**src/dxi_pkg.sv**
```systemverilog
// Package with register layout and constants for the external interrupt latch.
package dxi_pkg;
  localparam logic [31:0] DXI_CTRL_ADDR     = 32'h0000_0000;
  localparam logic [31:0] DXI_BRK_ADDR      = 32'h0000_0004;
  localparam int          DXI_ADDR_W        = 4;
  // Bit positions in the status and control register and in the break register.
  localparam int          DXI_B_SENSE_A     = 0;
  localparam int          DXI_B_BLOCK_A     = 1;
  localparam int          DXI_B_CLR_A       = 2;
  localparam int          DXI_B_PEND_A      = 3;
  localparam int          DXI_B_SENSE_B     = 4;
  localparam int          DXI_B_BLOCK_B     = 5;
  localparam int          DXI_B_CLR_B       = 6;
  localparam int          DXI_B_PEND_B      = 7;
  localparam int          DXI_B_BRK_ALLOW   = 0;
  localparam logic [7:0]  DXI_CTRL_RESET    = 8'h00;
  localparam logic        DXI_BRK_RESET     = 1'b0;
  localparam int          DXI_SYNC_STAGES   = 2;
  localparam logic [1:0]  DXI_HTRANS_NONSEQ = 2'h2;
  localparam logic [1:0]  DXI_HTRANS_SEQ    = 2'h3;
endpackage : dxi_pkg
```
**src/dxi_latch.sv**
```systemverilog
// Two-pin external interrupt latch with an AHB-Lite register slave.
//
// Local design decisions: the register addresses and the AHB-Lite interface to the registers.
`timescale 1ns/1ps
module dxi_latch
#(
  parameter int NUM_PINS = 2
) (
  input  wire logic                 clk_i,
  input  wire logic                 rstn_i,
  input  wire logic                 hsel_i,
  input  wire logic [31:0]          haddr_i,
  input  wire logic [1:0]           htrans_i,
  input  wire logic                 hwrite_i,
  input  wire logic [2:0]           hsize_i,
  input  wire logic [31:0]          hwdata_i,
  input  wire logic                 hready_i,
  output logic      [31:0]          hrdata_o,
  output logic                      hreadyout_o,
  output logic                      hresp_o,
  input  wire logic [NUM_PINS-1:0]  ext_int_n_i,
  input  wire logic [NUM_PINS-1:0]  vector_fetch_ack_i,
  input  wire logic                 break_active_i,
  output logic      [NUM_PINS-1:0]  cpu_irq_o,
  output logic                      wake_o
);
  import dxi_pkg::*;

  // One decode for the register map, shared by write capture and read mux
  // so the two paths can never disagree about which register is addressed.
  function automatic logic reg_hit(input logic [DXI_ADDR_W-1:0] a,
                                   input logic [31:0]           base);
    return a == base[DXI_ADDR_W-1:0];
  endfunction

  // Address phase capture.
  logic                  wr_pend_q, wr_pend_d;
  logic                  rd_pend_q, rd_pend_d;
  logic [DXI_ADDR_W-1:0] addr_q, addr_d;
  logic                  access;

  assign access = hsel_i && hready_i &&
                  (htrans_i == DXI_HTRANS_NONSEQ ||
                   htrans_i == DXI_HTRANS_SEQ);

  always_comb begin
    wr_pend_d = access && hwrite_i;
    rd_pend_d = access && !hwrite_i;
    addr_d    = access ? haddr_i[DXI_ADDR_W-1:0] : addr_q;
  end

  always_ff @(posedge clk_i or negedge rstn_i) begin
    if (!rstn_i) begin
      wr_pend_q <= 1'b0;
      rd_pend_q <= 1'b0;
      addr_q    <= '0;
    end else begin
      wr_pend_q <= wr_pend_d;
      rd_pend_q <= rd_pend_d;
      addr_q    <= addr_d;
    end
  end

  // The slave never stalls: every register answers in the cycle after its
  // address phase, and read data is launched from a flop at the address edge
  // so it stands for the whole data phase.
  assign hreadyout_o = 1'b1;
  assign hresp_o     = 1'b0;

  logic wr_ctrl;
  logic wr_brk;
  assign wr_ctrl = wr_pend_q && reg_hit(addr_q, DXI_CTRL_ADDR);
  assign wr_brk  = wr_pend_q && reg_hit(addr_q, DXI_BRK_ADDR);

  // Control bits written by software.
  logic [NUM_PINS-1:0] sense_q, sense_d;
  logic [NUM_PINS-1:0] block_q, block_d;
  logic                brk_allow_q, brk_allow_d;
  logic [NUM_PINS-1:0] sw_clr;
  logic [NUM_PINS-1:0] wr_sense;
  logic [NUM_PINS-1:0] wr_block;
  logic [NUM_PINS-1:0] wr_clr;

  // The pin fields sit at fixed positions; these assigns and the read mux assume two.
  assign wr_sense = {hwdata_i[DXI_B_SENSE_B], hwdata_i[DXI_B_SENSE_A]};
  assign wr_block = {hwdata_i[DXI_B_BLOCK_B], hwdata_i[DXI_B_BLOCK_A]};
  assign wr_clr   = {hwdata_i[DXI_B_CLR_B],   hwdata_i[DXI_B_CLR_A]};

  always_comb begin
    sense_d     = wr_ctrl ? wr_sense : sense_q;
    block_d     = wr_ctrl ? wr_block : block_q;
    brk_allow_d = wr_brk ? hwdata_i[DXI_B_BRK_ALLOW] : brk_allow_q;
  end

  // Clear strobes only act for one cycle and are never stored.
  always_comb begin
    if (wr_ctrl && (!break_active_i || brk_allow_q)) begin
      sw_clr = wr_clr;
    end else begin
      sw_clr = '0;
    end
  end

  always_ff @(posedge clk_i or negedge rstn_i) begin
    if (!rstn_i) begin
      sense_q     <= '0;
      block_q     <= '0;
      brk_allow_q <= DXI_BRK_RESET;
    end else begin
      sense_q     <= sense_d;
      block_q     <= block_d;
      brk_allow_q <= brk_allow_d;
    end
  end

  // Per-pin synchroniser, edge detect and request latch.
  logic [NUM_PINS-1:0] sync1_q;
  logic [NUM_PINS-1:0] sync2_q;
  logic [NUM_PINS-1:0] last_q;
  logic [NUM_PINS-1:0] req_q;
  logic [NUM_PINS-1:0] req_d;
  logic [NUM_PINS-1:0] fall;

  // Synchronisers and the edge history reset low, so a pin that is held low
  // through reset cannot look like a fresh falling edge once reset ends; a
  // real request then needs the pin to be seen high and then low again.
  always_ff @(posedge clk_i or negedge rstn_i) begin
    if (!rstn_i) begin
      sync1_q <= '0;
      sync2_q <= '0;
      last_q  <= '0;
    end else begin
      sync1_q <= ext_int_n_i;
      sync2_q <= sync1_q;
      last_q  <= sync2_q;
    end
  end

  genvar g;
  generate
    for (g = 0; g < NUM_PINS; g++) begin : g_pin
      assign fall[g] = last_q[g] && !sync2_q[g];

      always_comb begin
        req_d[g] = req_q[g];
        // A clear is an acknowledge; level mode holds while the pin is low.
        if (sw_clr[g] || vector_fetch_ack_i[g]) begin
          req_d[g] = req_q[g] && sense_q[g] && !sync2_q[g];
        end
        // The edge wins over a clear in the same cycle.
        if (fall[g]) begin
          req_d[g] = 1'b1;
        end
      end

      assign cpu_irq_o[g] = req_q[g] && !block_q[g];
    end
  endgenerate

  // Level-mode pending requests stay latched while the pin is low, since
  // acknowledges only drop a request once the pin has returned high.
  logic [NUM_PINS-1:0] lvl_hold_q, lvl_hold_d;
  always_comb begin
    for (int i = 0; i < NUM_PINS; i++) begin
      lvl_hold_d[i] = lvl_hold_q[i];
      if (sw_clr[i] || vector_fetch_ack_i[i]) begin
        lvl_hold_d[i] = req_q[i] && sense_q[i] && !sync2_q[i];
      end
      if (fall[i]) begin
        lvl_hold_d[i] = 1'b0;
      end
      if (sync2_q[i]) begin
        lvl_hold_d[i] = 1'b0;
      end
    end
  end

  logic [NUM_PINS-1:0] req_n;
  always_comb begin
    for (int i = 0; i < NUM_PINS; i++) begin
      // Acked in level mode: drop once the pin returns high.
      req_n[i] = req_d[i];
      if (lvl_hold_q[i] && sync2_q[i] && !fall[i]) begin
        req_n[i] = 1'b0;
      end
    end
  end

  always_ff @(posedge clk_i or negedge rstn_i) begin
    if (!rstn_i) begin
      req_q      <= '0;
      lvl_hold_q <= '0;
    end else begin
      req_q      <= req_n;
      lvl_hold_q <= lvl_hold_d;
    end
  end

  // Pending flags are the latched requests themselves, so with level mode
  // acknowledged on pin b the flag stays set while the pin is low and clears once it returns high.
  logic [7:0] ctrl_rd;
  always_comb begin
    ctrl_rd                = 8'h00;
    ctrl_rd[DXI_B_SENSE_A] = sense_q[0];
    ctrl_rd[DXI_B_BLOCK_A] = block_q[0];
    ctrl_rd[DXI_B_PEND_A]  = req_q[0];
    ctrl_rd[DXI_B_SENSE_B] = sense_q[1];
    ctrl_rd[DXI_B_BLOCK_B] = block_q[1];
    ctrl_rd[DXI_B_PEND_B]  = req_q[1];
  end

  logic [31:0] rdata_d, rdata_q;
  always_comb begin
    rdata_d = 32'h0000_0000;
    if (access && !hwrite_i) begin
      if (reg_hit(haddr_i[DXI_ADDR_W-1:0], DXI_CTRL_ADDR)) begin
        rdata_d = {24'h00_0000, ctrl_rd};
      end else if (reg_hit(haddr_i[DXI_ADDR_W-1:0], DXI_BRK_ADDR)) begin
        rdata_d = {31'h0000_0000, brk_allow_q};
      end
    end
  end

  always_ff @(posedge clk_i or negedge rstn_i) begin
    if (!rstn_i) begin
      rdata_q <= 32'h0000_0000;
    end else begin
      rdata_q <= rdata_d;
    end
  end
  assign hrdata_o = rdata_q;

  // The latch runs on the bus clock, so stop mode must keep that clock
  // running for pins to be seen; a fully stopped clock would miss edges.
  // Wake is a plain combinational OR so it needs no clock edge to rise
  // once a request is latched and unblocked.
  assign wake_o = |cpu_irq_o;

  // Request latch checks.
  a_edge_latches: assert property (@(posedge clk_i)
    disable iff (!rstn_i) fall[1] |=> req_q[1])
    else $error("edge did not latch");

  a_edge_latches_a: assert property (@(posedge clk_i)
    disable iff (!rstn_i) fall[0] |=> req_q[0])
    else $error("pin a edge did not latch");

  a_no_spurious_a: assert property (@(posedge clk_i)
    disable iff (!rstn_i) (!req_q[0] && !fall[0]) |=> !req_q[0])
    else $error("pin a request set without edge");

  a_no_spurious_b: assert property (@(posedge clk_i)
    disable iff (!rstn_i) (!req_q[1] && !fall[1]) |=> !req_q[1])
    else $error("pin b request set without edge");

  a_level_holds: assert property (@(posedge clk_i)
    disable iff (!rstn_i) (req_q[1] && sense_q[1] && !sync2_q[1])
    |=> req_q[1]) else $error("level request dropped while low");

  a_level_holds_a: assert property (@(posedge clk_i)
    disable iff (!rstn_i) (req_q[0] && sense_q[0] && !sync2_q[0])
    |=> req_q[0]) else $error("pin a level request dropped while low");

  a_level_drops: assert property (@(posedge clk_i)
    disable iff (!rstn_i) (lvl_hold_q[1] && sync2_q[1] && !fall[1])
    |=> !req_q[1]) else $error("acked level request kept after pin high");

  a_vector_ack: assert property (@(posedge clk_i)
    disable iff (!rstn_i) (vector_fetch_ack_i[1] && !sense_q[1] && !fall[1])
    |=> !req_q[1]) else $error("vector ack ignored");

  a_vector_ack_a: assert property (@(posedge clk_i)
    disable iff (!rstn_i) (vector_fetch_ack_i[0] && !sense_q[0] && !fall[0])
    |=> !req_q[0]) else $error("pin a vector ack ignored");

  // Blocking and wake-up checks.
  a_block_gates: assert property (@(posedge clk_i)
    disable iff (!rstn_i) block_q[0] |-> !cpu_irq_o[0])
    else $error("blocked irq passed");

  a_block_gates_b: assert property (@(posedge clk_i)
    disable iff (!rstn_i) block_q[1] |-> !cpu_irq_o[1])
    else $error("blocked irq passed");

  a_wake_out: assert property (@(posedge clk_i)
    disable iff (!rstn_i) (req_q[0] && !block_q[0]) |-> wake_o)
    else $error("no wake");

  a_wake_out_b: assert property (@(posedge clk_i)
    disable iff (!rstn_i) (req_q[1] && !block_q[1]) |-> wake_o)
    else $error("no wake from pin b");

  // Break protection checks.
  a_break_protect: assert property (@(posedge clk_i)
    disable iff (!rstn_i) (wr_ctrl && break_active_i && !brk_allow_q &&
    !fall[0] && !vector_fetch_ack_i[0] && !lvl_hold_q[0])
    |=> $stable(req_q[0])) else $error("break clear not blocked");

  a_break_protect_b: assert property (@(posedge clk_i)
    disable iff (!rstn_i) (wr_ctrl && break_active_i && !brk_allow_q &&
    !fall[1] && !vector_fetch_ack_i[1] && !lvl_hold_q[1])
    |=> $stable(req_q[1])) else $error("pin b break clear not blocked");

  a_break_allow: assert property (@(posedge clk_i)
    disable iff (!rstn_i) (wr_ctrl && hwdata_i[DXI_B_CLR_A] && brk_allow_q &&
    !sense_q[0] && !fall[0]) |=> !req_q[0])
    else $error("allowed clear failed");

  // Register read, reset and edge detect checks.
  a_flag_read_a: assert property (@(posedge clk_i)
    disable iff (!rstn_i) (access && !hwrite_i &&
    reg_hit(haddr_i[DXI_ADDR_W-1:0], DXI_CTRL_ADDR))
    |=> (hrdata_o[DXI_B_PEND_A] == $past(req_q[0])))
    else $error("pin a flag read wrong");

  a_flag_read_b: assert property (@(posedge clk_i)
    disable iff (!rstn_i) (access && !hwrite_i &&
    reg_hit(haddr_i[DXI_ADDR_W-1:0], DXI_CTRL_ADDR))
    |=> (hrdata_o[DXI_B_PEND_B] == $past(req_q[1])))
    else $error("pin b flag read wrong");

  a_clr_reads_zero: assert property (@(posedge clk_i)
    disable iff (!rstn_i) rd_pend_q |->
    (!hrdata_o[DXI_B_CLR_A] && !hrdata_o[DXI_B_CLR_B]))
    else $error("clear strobe read back as one");

  // No disable here: this one watches the cycles just after reset ends.
  a_reset_quiet: assert property (@(posedge clk_i)
    $rose(rstn_i) |-> (req_q == '0) [*4])
    else $error("request latched straight after reset");

  a_sync_edge: assert property (@(posedge clk_i)
    disable iff (!rstn_i) fall[0] |-> ($past(sync2_q[0]) && !sync2_q[0]))
    else $error("bad edge detect");
endmodule // dxi_latch

```
**config.mk**
```make
export PLATFORM = sky130hd
export DESIGN_NAME = dxi_latch
export DESIGN_NICKNAME = d
export VERILOG_FILES = /design/src/dxi_pkg.sv /design/src/dxi_latch.sv
export SDC_FILE = /design/constraint.sdc
export NUM_CORES = 1
export LEC_CHECK = 0
export BUFFER_PORTS_ARGS = -buffer_cell sky130_fd_sc_hd__buf_2
export CAP_MARGIN = 20
export CORE_MARGIN = 2
export CORE_UTILIZATION = 35
export CTS_CLUSTER_DIAMETER = 40
export DETAILED_ROUTE_END_ITERATION = 12
export GPL_ROUTABILITY_DRIVEN = 0
export PLACE_DENSITY = 0.77
export SETUP_SLACK_MARGIN = 0.5
export SYNTH_ARGS = -nofsm -noshare
export SYNTH_HDL_FRONTEND = slang
export SYNTH_SLANG_ARGS = --single-unit
```
**constraint.sdc**
```tcl
create_clock -name clk_i -period 1.8 [get_ports clk_i]
set_input_delay 0.18 -clock clk_i [delete_from_list [all_inputs] [get_ports clk_i]]
set_output_delay 0.18 -clock clk_i [all_outputs]
set_load 0.01 [all_outputs]
```
==> run summary, run 1 <==
The headroom to the max-slew limit is 0.6154, and the clock insertion delay at the later pin of the skew report is 0.31 ns. The hold violation total from the final report was 0. The post-route clock period utilization is 0.7932.

For this run, design rule violations remaining after detail routing come to 0. The first global-routing pass estimated 3374 µm of wire. The flow ran to the end, and the final reports show no timing, DRC or antenna violations.

The switching share of power came out at 0.2644. The initialized floorplan defines 21 standard-cell rows. The max-slew violation count is 0. The final core utilization was 0.4349. The analysis attributes to cell leakage a power of 0.0007640 µW. The setup path with the least slack is of type flop to flop. The clock-pin transition on the worst setup and hold timing paths was 0.13 ns; the slew of the pin with the lowest slew margin was 0.5770 ns. The aggregate global routing overflow is 0, and the total wire length after detailed routing is 1967 µm. The horizontal extent of the die is 63.46 µm. 0 antenna diodes ended up in the layout.

The tools report the buffer type at the clock tree root as clkbuf_4. Setup violations remaining at the end of the flow were counted as 0. Combinational cell fraction of total power: 0.180. The largest single stage delay on the critical path is 0.43 ns. The growth of design area from synthesis to finish works out to 18.20%. The per-cell routed wire length was 10.41 µm.

Subtracting the final worst setup slack from the clock period gives 1.428 ns. Across all layers, the routed design uses 772 vias. The run gives 0.5258 as the portion of the post-synthesis area used by sequential elements.

The count of buffers added on input and output ports is 29. The average via count per standard cell was 4.085; the top achievable clock speed was 700.4 MHz. For this design the total switching power over the nets is 315.8 µW.

Traced cell by cell, the critical path runs through nor4b_4 > buf_4 > a41o_1 > mux2i_1. The count of maximum capacitance violations came out at 0. The leading cell type in the layout, fill and taps excluded was buf_2. Counting along the longest clock path gives a buffer depth of 2.

The count of antenna-violating nets left after detailed routing was 0; the number of global-route vias before repair was 771. For the sequential power share, the log shows 0.582. Clock skew on the completed layout was measured at 0.001492 ns. From bottom edge to top edge, the die measures 63.46 µm. The logs give 0 for the initial antenna violation count and 116 for the I/O pin count. The power density over the cells is 816.6 mW/mm², and the total negative slack for setup checks is 0 ns.

In the layout the commonest cells are 29 x buf_2, 28 x conb_1, 26 x dfrtp_1. Detailed-routing iteration count for the pre-antenna-repair pass: 4. The category of the worst setup path capture point was a flop. The clock net in this run drives a total of 26 sinks. The number of clock buffers added by TritonCTS is 3.

After the first detailed-routing iteration, the DRC count stood at 10. The number of different library cells used by synthesis comes to 26. The total area inside the core boundary comes to 0.003363 mm². Summing every instance area after synthesis gives 0.001237 mm².

The logs give 0.1077 for the global-route usage over all layers and 104 for the gate count after technology mapping. TritonCTS built the clock tree. The buffers plus inverters on the worst setup path is 1, and the initial core utilization is 0.3679. Entering global routing, the biggest net connects 27 pins. The post-synthesis average cell area is 11.90 µm², and the worst-path maximum fanout is 3. The run gives 0 as the Yosys warning count. Cell with the largest stage delay on the worst path: dfrtp_1. H-tree level count: 1.

Across the VDD grid, the largest voltage drop is 0.5292 mV. Kind of cell with the highest combined delay on the critical path: flip-flops. For this run, the post-layout net count is 223. The part of the total power dissipated in the clock network was 0.238; the cell internal power dissipation was 878.6 µW.

Counting tap cells, the placed design contains a total of 177 instances. At the worst endpoint, the arrival time is 1.68 ns. Excluding fillers, the count of instances in the completed layout stands at 189.

The required time of the critical path was 2.05 ns. Class of the tightest hold or removal check: input port to flop. Setup repair after global routing could not meet its margin everywhere.

The post-synthesis register bit count works out to 26. The die covers 0.004027 mm². STA classifies the critical path startpoint as a flop. The ratio of cells with drive above 1 in the final layout is 0.3776, and the detailed-placement wirelength estimate is 1477 µm.
[power groups by stage]
stage	combinational (µW)	sequential, µW	clock, µW
after floorplan	155	691	0
after global placement	164	703	0
after detailed placement	168	705	0
after CTS	207	696	294
after global routing	241	707	317
final	215	695	284
[through the flow]
| step | hold slack (ns) | power [µW] | setup slack, ns | instance area (µm²) |
|---|---|---|---|---|
| CTS | 0.05813 | 1197 | 0.3568 | 1451 |
| global route | 0.05909 | 1265 | 0.2879 | 1463 |
| global placement | 0.1985 | 866.2 | 0.3488 | 1329 |
| finish | 0.06963 | 1194 | 0.3723 | 1463 |
| detailed placement | 0.2085 | 872.9 | 0.3097 | 1329 |
| floorplan | -0.1156 | 846.1 | 0.4581 | 1336 |
[synthesized netlist by cell type]
library cell,number,area [µm²]
or2_1,1,6.260
nand2b_1,1,6.260
inv_1,3,11.26
a21oi_1,2,10.01
and2_1,4,25.02
nor3_4,1,16.27
nand2_1,6,22.52
nand3_1,2,10.01
mux2_1,5,56.30
conb_1,2,7.510
mux2i_1,3,30.03
a31o_1,1,8.760
a41o_1,1,10.01
nor2_1,5,18.77
o22ai_1,1,6.260
mux2_2,4,45.04
nor3_1,1,5.000
nor4_1,1,6.260
nand3_4,1,17.52
nor4b_4,1,23.77
nor2b_1,1,6.260
and2_2,1,7.510
buf_4,28,210.2
dfrtp_1,26,650.6
a41oi_1,1,8.760
or4_4,1,11.26
[path summary, 6_finish.rpt]
path / start / end / slack, ns / cells past startpoint
setup / recovery: addr_q[1] / lvl_hold_q[0] / 0.37 / 4
hold / removal: hwrite_i / wr_pend_q / 0.07 / 3
setup reg to reg: addr_q[1] / lvl_hold_q[0] / 0.37 / 4
hold reg to reg: sync1_q[0] / sync2_q[0] / 0.36 / 0
max in group asynchronous: rstn_i / addr_q[0] / 1.05 / 2
min in group asynchronous: rstn_i / sync2_q[1] / 0.37 / 2
[flip-flops by register name, indices dropped and copies added (netlist names)]
signal	cells
hrdata_o	6
addr_q	4
block_q	2
last_q	2
lvl_hold_q	2
req_q	2
sense_q	2
sync1_q	2
sync2_q	2
brk_allow_q	1
wr_pend_q	1
[worst reg2reg max path, stage by stage (launching register included)]
cell	delay [ns]
dfrtp_1	0.43
nor4b_4	0.33
buf_4	0.18
a41o_1	0.22
mux2i_1	0.20
[routing by layer]
| layer | vias to the layer above | global-route usage | wire length, µm |
|---|---|---|---|
| li1 | 367 | - | - |
| met1 | 357 | 0.1429 | 871 |
| met2 | 48 | 0.1658 | 889 |
| met3 | 0 | 0.04286 | 206 |
| met4 | 0 | 0.02446 | 0 |
| met5 | - | 0 | 0 |
[cells by family (layout without fill, tap and decap cells)]
logic type | Yosys count | after routing | synth area share
multiplexers | 12 | 12 | 0.1062
AND/OR/NAND/NOR | 27 | 27 | 0.1476
flip-flops | 26 | 26 | 0.5258
buffers and inverters | 31 | 44 | 0.1790
AO/OA/AOI/OAI | 6 | 6 | 0.03540
other | 2 | 28 | 0.006069
[cell type report]
cell class | count | area (µm²)
Multi-Input combinational cell | 73 | 494.2
Sequential cell | 26 | 650.6
Clock buffer | 4 | 36.28
Timing Repair Buffer | 37 | 212.7
Fill cell | 332 | 1901
Inverter | 3 | 11.26
Tap cell | 46 | 57.56
[what timing repair did]
item	CTS	global route
setup buffers	4	1
setup endpoints to repair	10	10
gates resized for setup	6	1
endpoints found under the hold margin	28	0
hold buffers	3	0
pin swaps	7	1
Note: power is estimated with default switching activity, not from simulation.
==> inputs of run 2 (changes only) <==
--- a/config.mk
+++ b/config.mk
@@ -8,11 +8,11 @@
 export BUFFER_PORTS_ARGS = -buffer_cell sky130_fd_sc_hd__buf_2
 export CAP_MARGIN = 20
 export CORE_MARGIN = 2
-export CORE_UTILIZATION = 35
+export CORE_UTILIZATION = 33
 export CTS_CLUSTER_DIAMETER = 40
 export DETAILED_ROUTE_END_ITERATION = 12
 export GPL_ROUTABILITY_DRIVEN = 0
-export PLACE_DENSITY = 0.77
+export PLACE_DENSITY = 0.76
 export SETUP_SLACK_MARGIN = 0.5
 export SYNTH_ARGS = -nofsm -noshare
 export SYNTH_HDL_FRONTEND = slang
==> constraint.sdc (replaced) <==
create_clock -name clk_i -period 1.3 [get_ports clk_i]
set_input_delay 0.13 -clock clk_i [delete_from_list [all_inputs] [get_ports clk_i]]
set_output_delay 0.13 -clock clk_i [all_outputs]
set_load 0.01 [all_outputs]
==> run summary, run 2 (synthesis gave the netlist of run 1 again) <==
Leading cell type in the layout, fill and taps excluded: conb_1 (was buf_2). The required time of the critical path was 1.46 ns (was 2.05 ns). The tools report the buffer type at the clock tree root as clkbuf_8 (was clkbuf_4). The detailed-routing iteration count for the pre-antenna-repair pass came out at 4 (unchanged). The clock sink count was 26 (unchanged); the flip-flop count of the largest register after layout was 6 (unchanged). Number of buffers between clock root and the deepest sink: 2 (unchanged). The first-iteration detailed-routing DRC count is 6 (was 10), and the area taken by multi-input logic gates is 539.3 µm² (was 494.2 µm²). The ratio of cells with drive above 1 in the final layout is 0.4362 (was 0.3776).

The startpoint-to-endpoint class of the critical path is flop to flop (unchanged). The total negative slack for setup checks came out at -0.4661 ns (was 0 ns). The post-layout instance area is 0.001612 mm² (was 0.001463 mm²). The standby leakage power was 0.0008310 µW (was 0.0007640 µW). The final reports fail on hold timing, setup timing.

The tools report the total area of sequential cells as 650.6 µm² (unchanged). Number of diodes: 0 (unchanged). Setup repair after global routing could not meet its margin everywhere. TritonCTS built the clock tree. The final setup violation count came out at 8 (was 0).

The cell with the largest stage delay on the worst path was dfrtp_1 (unchanged). The run gives 0.4435 (was 0.4349) as the final core utilization. Category of the worst setup path capture point: a flop (unchanged). CP cell instances: nor4b_4 > buf_4 > nand2_1 > mux2_4 (was nor4b_4 > buf_4 > a41o_1 > mux2i_1). For the initial antenna violation count, the log shows 0 (unchanged). Number of hold buffers added after CTS: 2 (was 3). The tools report the number of global-route vias before repair as 717 (was 771).

The number of buffers created by CTS is 3 (unchanged). Type of origin of the critical path: a flop (unchanged). The worst clock skew on the final layout was 0.001419 ns (was 0.001492 ns). The tools report the number of design rule violations left after detail routing as 0 (unchanged).

The total wire length after detailed routing came out at 2241 µm (was 1967 µm). For the row count, the log shows 22 (was 21). The area of the die was 0.004256 mm² (was 0.004027 mm²); the horizontal extent of the die was 65.24 µm (was 63.46 µm). The slew of the pin with the lowest slew margin is 0.5630 ns (was 0.5770 ns), and the power density over the cells is 1162 mW/mm² (was 816.6 mW/mm²). The per-cell routed wire length is 11.38 µm (was 10.41 µm), and the via count is 781 (was 772).

The average via count per standard cell was 3.964 (was 4.085). The hold violation total from the final report is 26 (was 0). Count of antenna-violating nets left after detailed routing: 0 (unchanged). The post-route clock period utilization was 1.069 (was 0.7932).

The post-route worst hold slack is -0.1559 ns (was 0.06963 ns). The class of the tightest hold or removal check was input port to asynchronous set/reset pin (was input port to flop). The count of maximum capacitance violations came out at 0 (unchanged). Clock insertion delay at the later pin of the skew report: 0.27 ns (was 0.31 ns). The growth of design area from synthesis to finish is 30.23% (was 18.20%), and the final critical-path required period is 1.390 ns (was 1.428 ns). The I/O pin count was 116 (unchanged); the H-tree level count was 1 (unchanged). The filler cell count in the final layout is 360 (was 332), and the first-pass GRT wire length is 3318 µm (was 3374 µm). The final critical-path setup slack is -0.08953 ns (was 0.3723 ns). For the aggregate global routing overflow, the log shows 0 (unchanged). The top achievable clock speed came out at 719.7 MHz (was 700.4 MHz). The placed instance area was 0.001346 mm² (was 0.001329 mm²). The signal arrival time at the worst endpoint is 1.55 ns (was 1.68 ns), and the highest cell delay on the worst timing path is 0.41 ns (was 0.43 ns). The tools report the core region area as 0.003633 mm² (was 0.003363 mm²).

The tools report the worst supply voltage drop on vdd as 0.9332 mV (was 0.5292 mV). The clock-pin transition on the worst setup and hold timing paths came out at 0.08 ns (was 0.13 ns). The worst-path maximum fanout was 3 (unchanged); the headroom to the max-slew limit was 0.6247 (was 0.6154). The detailed-placement wirelength estimate was 1504 µm (was 1477 µm); the number of nets in the finished design was 229 (was 223).

Global-route usage over all layers: 0.1029 (was 0.1077). The flow ran to the end, but the final reports show violations. The largest net degree at the start of global routing is 27 (unchanged). Leading cell types in the layout, fill and taps excluded: 28 x conb_1, 26 x dfrtp_1, 25 x buf_2 (was 29 x buf_2, 28 x conb_1, 26 x dfrtp_1).

The count of port buffers added during placement came out at 29 (unchanged). The die height came out at 65.24 µm (was 63.46 µm). The initial core utilization was 0.3406 (was 0.3679); the max-slew violation count was 0 (unchanged).
[run 2: cell types whose count changed in the layout (fill, tap and decap cells not counted), moves of 2 or more]
cell and delta:
mux2_4 +3, clkbuf_4 -3, clkbuf_8 +3, mux2_2 -2, buf_4 +3, buf_2 -4
buf_6 +8
[run 2: critical path, delay by kind of cell (launching register included)]
kind,cells,cell delay [ns]
DFF,1,0.41
and+or+nand+nor,2,0.39
muxes,1,0.31
buffers and inverters,1,0.18
[run 2: final timing paths]
path	from	end	slack, ns	cells past startpoint
setup / recovery	addr_q[1]	brk_allow_q	-0.09	4
hold / removal	rstn_i	addr_q[1]	-0.16	1
setup reg to reg	addr_q[1]	brk_allow_q	-0.09	4
hold reg to reg	sync1_q[1]	sync2_q[1]	0.35	0
max in group asynchronous	rstn_i	lvl_hold_q[1]	1.08	1
min in group clk_i	hwrite_i	wr_pend_q	0.06	3
[run 2: cell type report]
class | instances | share of cell area
multi-input combinational | 73 | 0.3346
timing repair buffer | 43 | 0.1832
tap | 48 | 0.03727
inverter | 3 | 0.006988
clock buffer | 4 | 0.03416
sequential | 26 | 0.4037
[run 2: what timing repair did]
action | CTS | global route
hold endpoints to repair | 28 | 26
endpoints found under the setup margin | 23 | 27
pin swaps | 3 | 5
setup buffers | 6 | 6
gates resized for setup | 9 | 10
[run 2: power breakdown]
| group | total [µW] | switching [µW] | internal [µW] |
|---|---|---|---|
| Clock | 510 | 240 | 270 |
| Sequential | 962 | 71.7 | 890 |
| Combinational | 401 | 177 | 224 |
[run 2: metal layers]
layer	vias to the layer above	global-route usage	wire length (µm)
li1	380	-	-
met1	366	0.1280	909
met2	33	0.1671	1150
met3	2	0.04281	167
met4	0	0.02344	13
met5	-	0	0
[run 2: per-stage QoR]
step / worst slack (ns) / hold slack [ns] / total power (µW) / cells
2_1_floorplan: -0.04123 / -0.1656 / 1187 / 130
3_3_place_gp: -0.1129 / 0.1529 / 1215 / 179
3_5_place_dp: -0.1376 / 0.1591 / 1224 / 179
4_1_cts: -0.08304 / -0.1339 / 1810 / 191
5_1_grt: -0.1318 / -0.1137 / 1977 / 197
6_report: -0.08953 / -0.1559 / 1873 / 197
==> inputs of run 3 (changes only) <==
--- a/config.mk
+++ b/config.mk
@@ -17,3 +17,4 @@
 export SYNTH_ARGS = -nofsm -noshare
 export SYNTH_HDL_FRONTEND = slang
 export SYNTH_SLANG_ARGS = --single-unit
+export TNS_END_PERCENT = 1
==> run summary, run 3 (synthesis gave the netlist of run 1 again) <==
Category of the worst setup path capture point: a flop (unchanged). The tools report the standby leakage power as 0.0007521 µW (was 0.0008310 µW). Highest cell delay on the worst timing path: 0.41 ns (about the same). For the row count, the log shows 22 (unchanged).

The tools report the filler cell count in the final layout as 361 (was 360). The run gives 26 (unchanged) as the hold violation total from the final report. The logs give 0 (unchanged) for the number of design rule violations left after detail routing and 26 (unchanged) for the clock sink count. Post-route worst hold slack: -0.1475 ns (was -0.1559 ns). Initial core utilization: 0.3406 (unchanged).

Leading cell type in the layout, fill and taps excluded: conb_1 (unchanged). The number of buffers between clock root and the deepest sink came out at 2 (unchanged). The placed instance area is 0.001339 mm² (was 0.001346 mm²), and the ratio of cells with drive above 1 in the final layout is 0.3650 (was 0.4362). Buffers plus inverters on the worst setup path: 1 (unchanged). The slew of the pin with the lowest slew margin was 0.5652 ns (was 0.5630 ns); the final critical-path setup slack was -0.08304 ns (was -0.08953 ns). The logs give 0.003633 mm² (unchanged) for the core region area and 688 (was 717) for the number of global-route vias before repair. Failing checks: hold timing, setup timing (unchanged). The depth of the worst register-to-register path was 4 (unchanged); the first-pass GRT wire length was 3194 µm (was 3318 µm).

The tools report the detailed-routing iteration count for the pre-antenna-repair pass as 2 (was 4). The average via count per standard cell works out to 4.038 (was 3.964). The logs give 218 (was 229) for the number of nets in the finished design and 3 (unchanged) for the number of buffers created by CTS. The tools report the first-iteration detailed-routing DRC count as 18 (was 6). The final core utilization came out at 0.4036 (was 0.4435).

Flip-flop count of the largest register after layout: 6 (unchanged). The type of origin of the critical path was a flop (unchanged). Buffer type at the clock tree root: clkbuf_8 (unchanged). Setup repair after global routing could not meet its margin everywhere.

The aggregate global routing overflow was 0 (unchanged). The total stage count of the critical path works out to 4 (unchanged). Leading cell types in the layout, fill and taps excluded: 28 x conb_1, 27 x buf_2, 25 x dfrtp_1 (was 28 x conb_1, 26 x dfrtp_1, 25 x buf_2). The die height was 65.24 µm (unchanged); the area of the die was 0.004256 mm² (unchanged). The horizontal extent of the die was 65.24 µm (unchanged); the power density over the cells was 1143 mW/mm² (was 1162 mW/mm²).

The worst clock skew on the final layout is 0.002150 ns (was 0.001419 ns), and the per-cell routed wire length is 10.31 µm (was 11.38 µm). The clock insertion delay at the later pin of the skew report came out at 0.26 ns (was 0.27 ns). The logs give 0 (was 6) for the post-CTS setup buffer count and 0 (unchanged) for the max-slew violation count. The growth of design area from synthesis to finish was 18.50% (was 30.23%); the H-tree level count was 1 (unchanged).

Detailed-placement wirelength estimate: 1424 µm (was 1504 µm). The startpoint-to-endpoint class of the critical path was flop to flop (unchanged). TritonCTS built the clock tree. The post-layout instance area was 0.001466 mm² (was 0.001612 mm²).

The run gives 27 (unchanged) as the largest net degree at the start of global routing. CP cell instances: nor4b_4 > buf_4 > a41o_1 > mux2i_1 (was nor4b_4 > buf_4 > nand2_1 > mux2_4). Kind of cell with the highest combined delay on the critical path: flip-flops (unchanged). The worst supply voltage drop on vdd was 0.7423 mV (was 0.9332 mV); the top achievable clock speed was 723.0 MHz (was 719.7 MHz). The tools report the area taken by multi-input logic gates as 516.7 µm² (was 539.3 µm²).

The final setup violation count came out at 9 (was 8). The tools report the signal arrival time at the worst endpoint as 1.57 ns (was 1.55 ns). The count of maximum capacitance violations was 0 (unchanged). The clock-pin transition on the worst setup and hold timing paths was 0.08 ns (about the same). The required time of the critical path came out at 1.49 ns (was 1.46 ns).

The class of the tightest hold or removal check was input port to asynchronous set/reset pin (unchanged). The number of hold buffers added after CTS was 2 (unchanged); the worst-path maximum fanout was 3 (unchanged). The total area of sequential cells was 651.9 µm² (was 650.6 µm²). The run finished, with violations left. The run gives 0 (unchanged) as the count of antenna-violating nets left after detailed routing. The number of diodes is 0 (unchanged). The count of port buffers added during placement was 29 (unchanged); the total wire length after detailed routing was 1907 µm (was 2241 µm). The post-route clock period utilization is 1.064 (was 1.069). The cell with the largest stage delay on the worst path was dfrtp_1 (unchanged). The via count is 747 (was 781).

The final critical-path required period was 1.383 ns (was 1.390 ns); the initial antenna violation count was 0 (unchanged). The global-route usage over all layers is 0.09727 (was 0.1029). The tools report the headroom to the max-slew limit as 0.6232 (was 0.6247). I/O pin count: 116 (unchanged).
[run 3: what timing repair did]
item                                   4_1_cts  5_1_grt
setup endpoints to repair                   24       28
pin swaps                                    6        8
gates resized for setup                      6        7
endpoints found under the hold margin       28       26
[run 3: stage by stage]
stage | hold slack (ns) | setup slack, ns | cells | setup TNS [ns] | power (µW)
finish | -0.1475 | -0.08304 | 185 | -0.5248 | 1676
global route | -0.1116 | -0.1848 | 185 | -1.156 | 1785
CTS | -0.1302 | -0.1058 | 185 | -0.7026 | 1672
detailed placement | 0.1573 | -0.1389 | 180 | -0.5851 | 1206
global placement | 0.1528 | -0.1134 | 180 | -0.4419 | 1198
floorplan | -0.1656 | -0.04186 | 130 | -0.1675 | 1171
[run 3: final timing paths]
| kind | start | slack (ns) | end |
|---|---|---|---|
| worst max-delay path | addr_q[1] | -0.08 | lvl_hold_q[0] |
| worst min register to register | sync1_q[0] | 0.35 | sync2_q[0] |
| max in group asynchronous | rstn_i | 1.03 | req_q[0] |
| worst max register to register | addr_q[1] | -0.08 | lvl_hold_q[0] |
| worst min-delay path | rstn_i | -0.15 | hrdata_o[7] |
| min in group clk_i | hwrite_i | 0.08 | wr_pend_q |
[run 3: final cells by class]
| cell class | count | area share |
|---|---|---|
| flip-flops and latches | 26 | 0.4445 |
| multi-input cells | 73 | 0.3524 |
| repair buffers | 32 | 0.1263 |
| well taps | 48 | 0.04096 |
| clock buffers | 3 | 0.02816 |
| inverters | 3 | 0.007679 |
[run 3: power by group]
part | switching [µW] | leakage (µW) | internal (µW)
clock network | 222 | 0.0000216 | 207
logic | 142 | 0.000400 | 145
registers | 70.7 | 0.000330 | 891
[run 3: routing by layer]
layer / part of all wire / GRT usage / up-vias
met2: 0.47 / 0.1467 / 35
met1: 0.44 / 0.1368 / 353
met4: 0.0063 / 0.01563 / 0
met5: 0 / 0 / -
li1: - / - / 357
met3: 0.080 / 0.03425 / 2
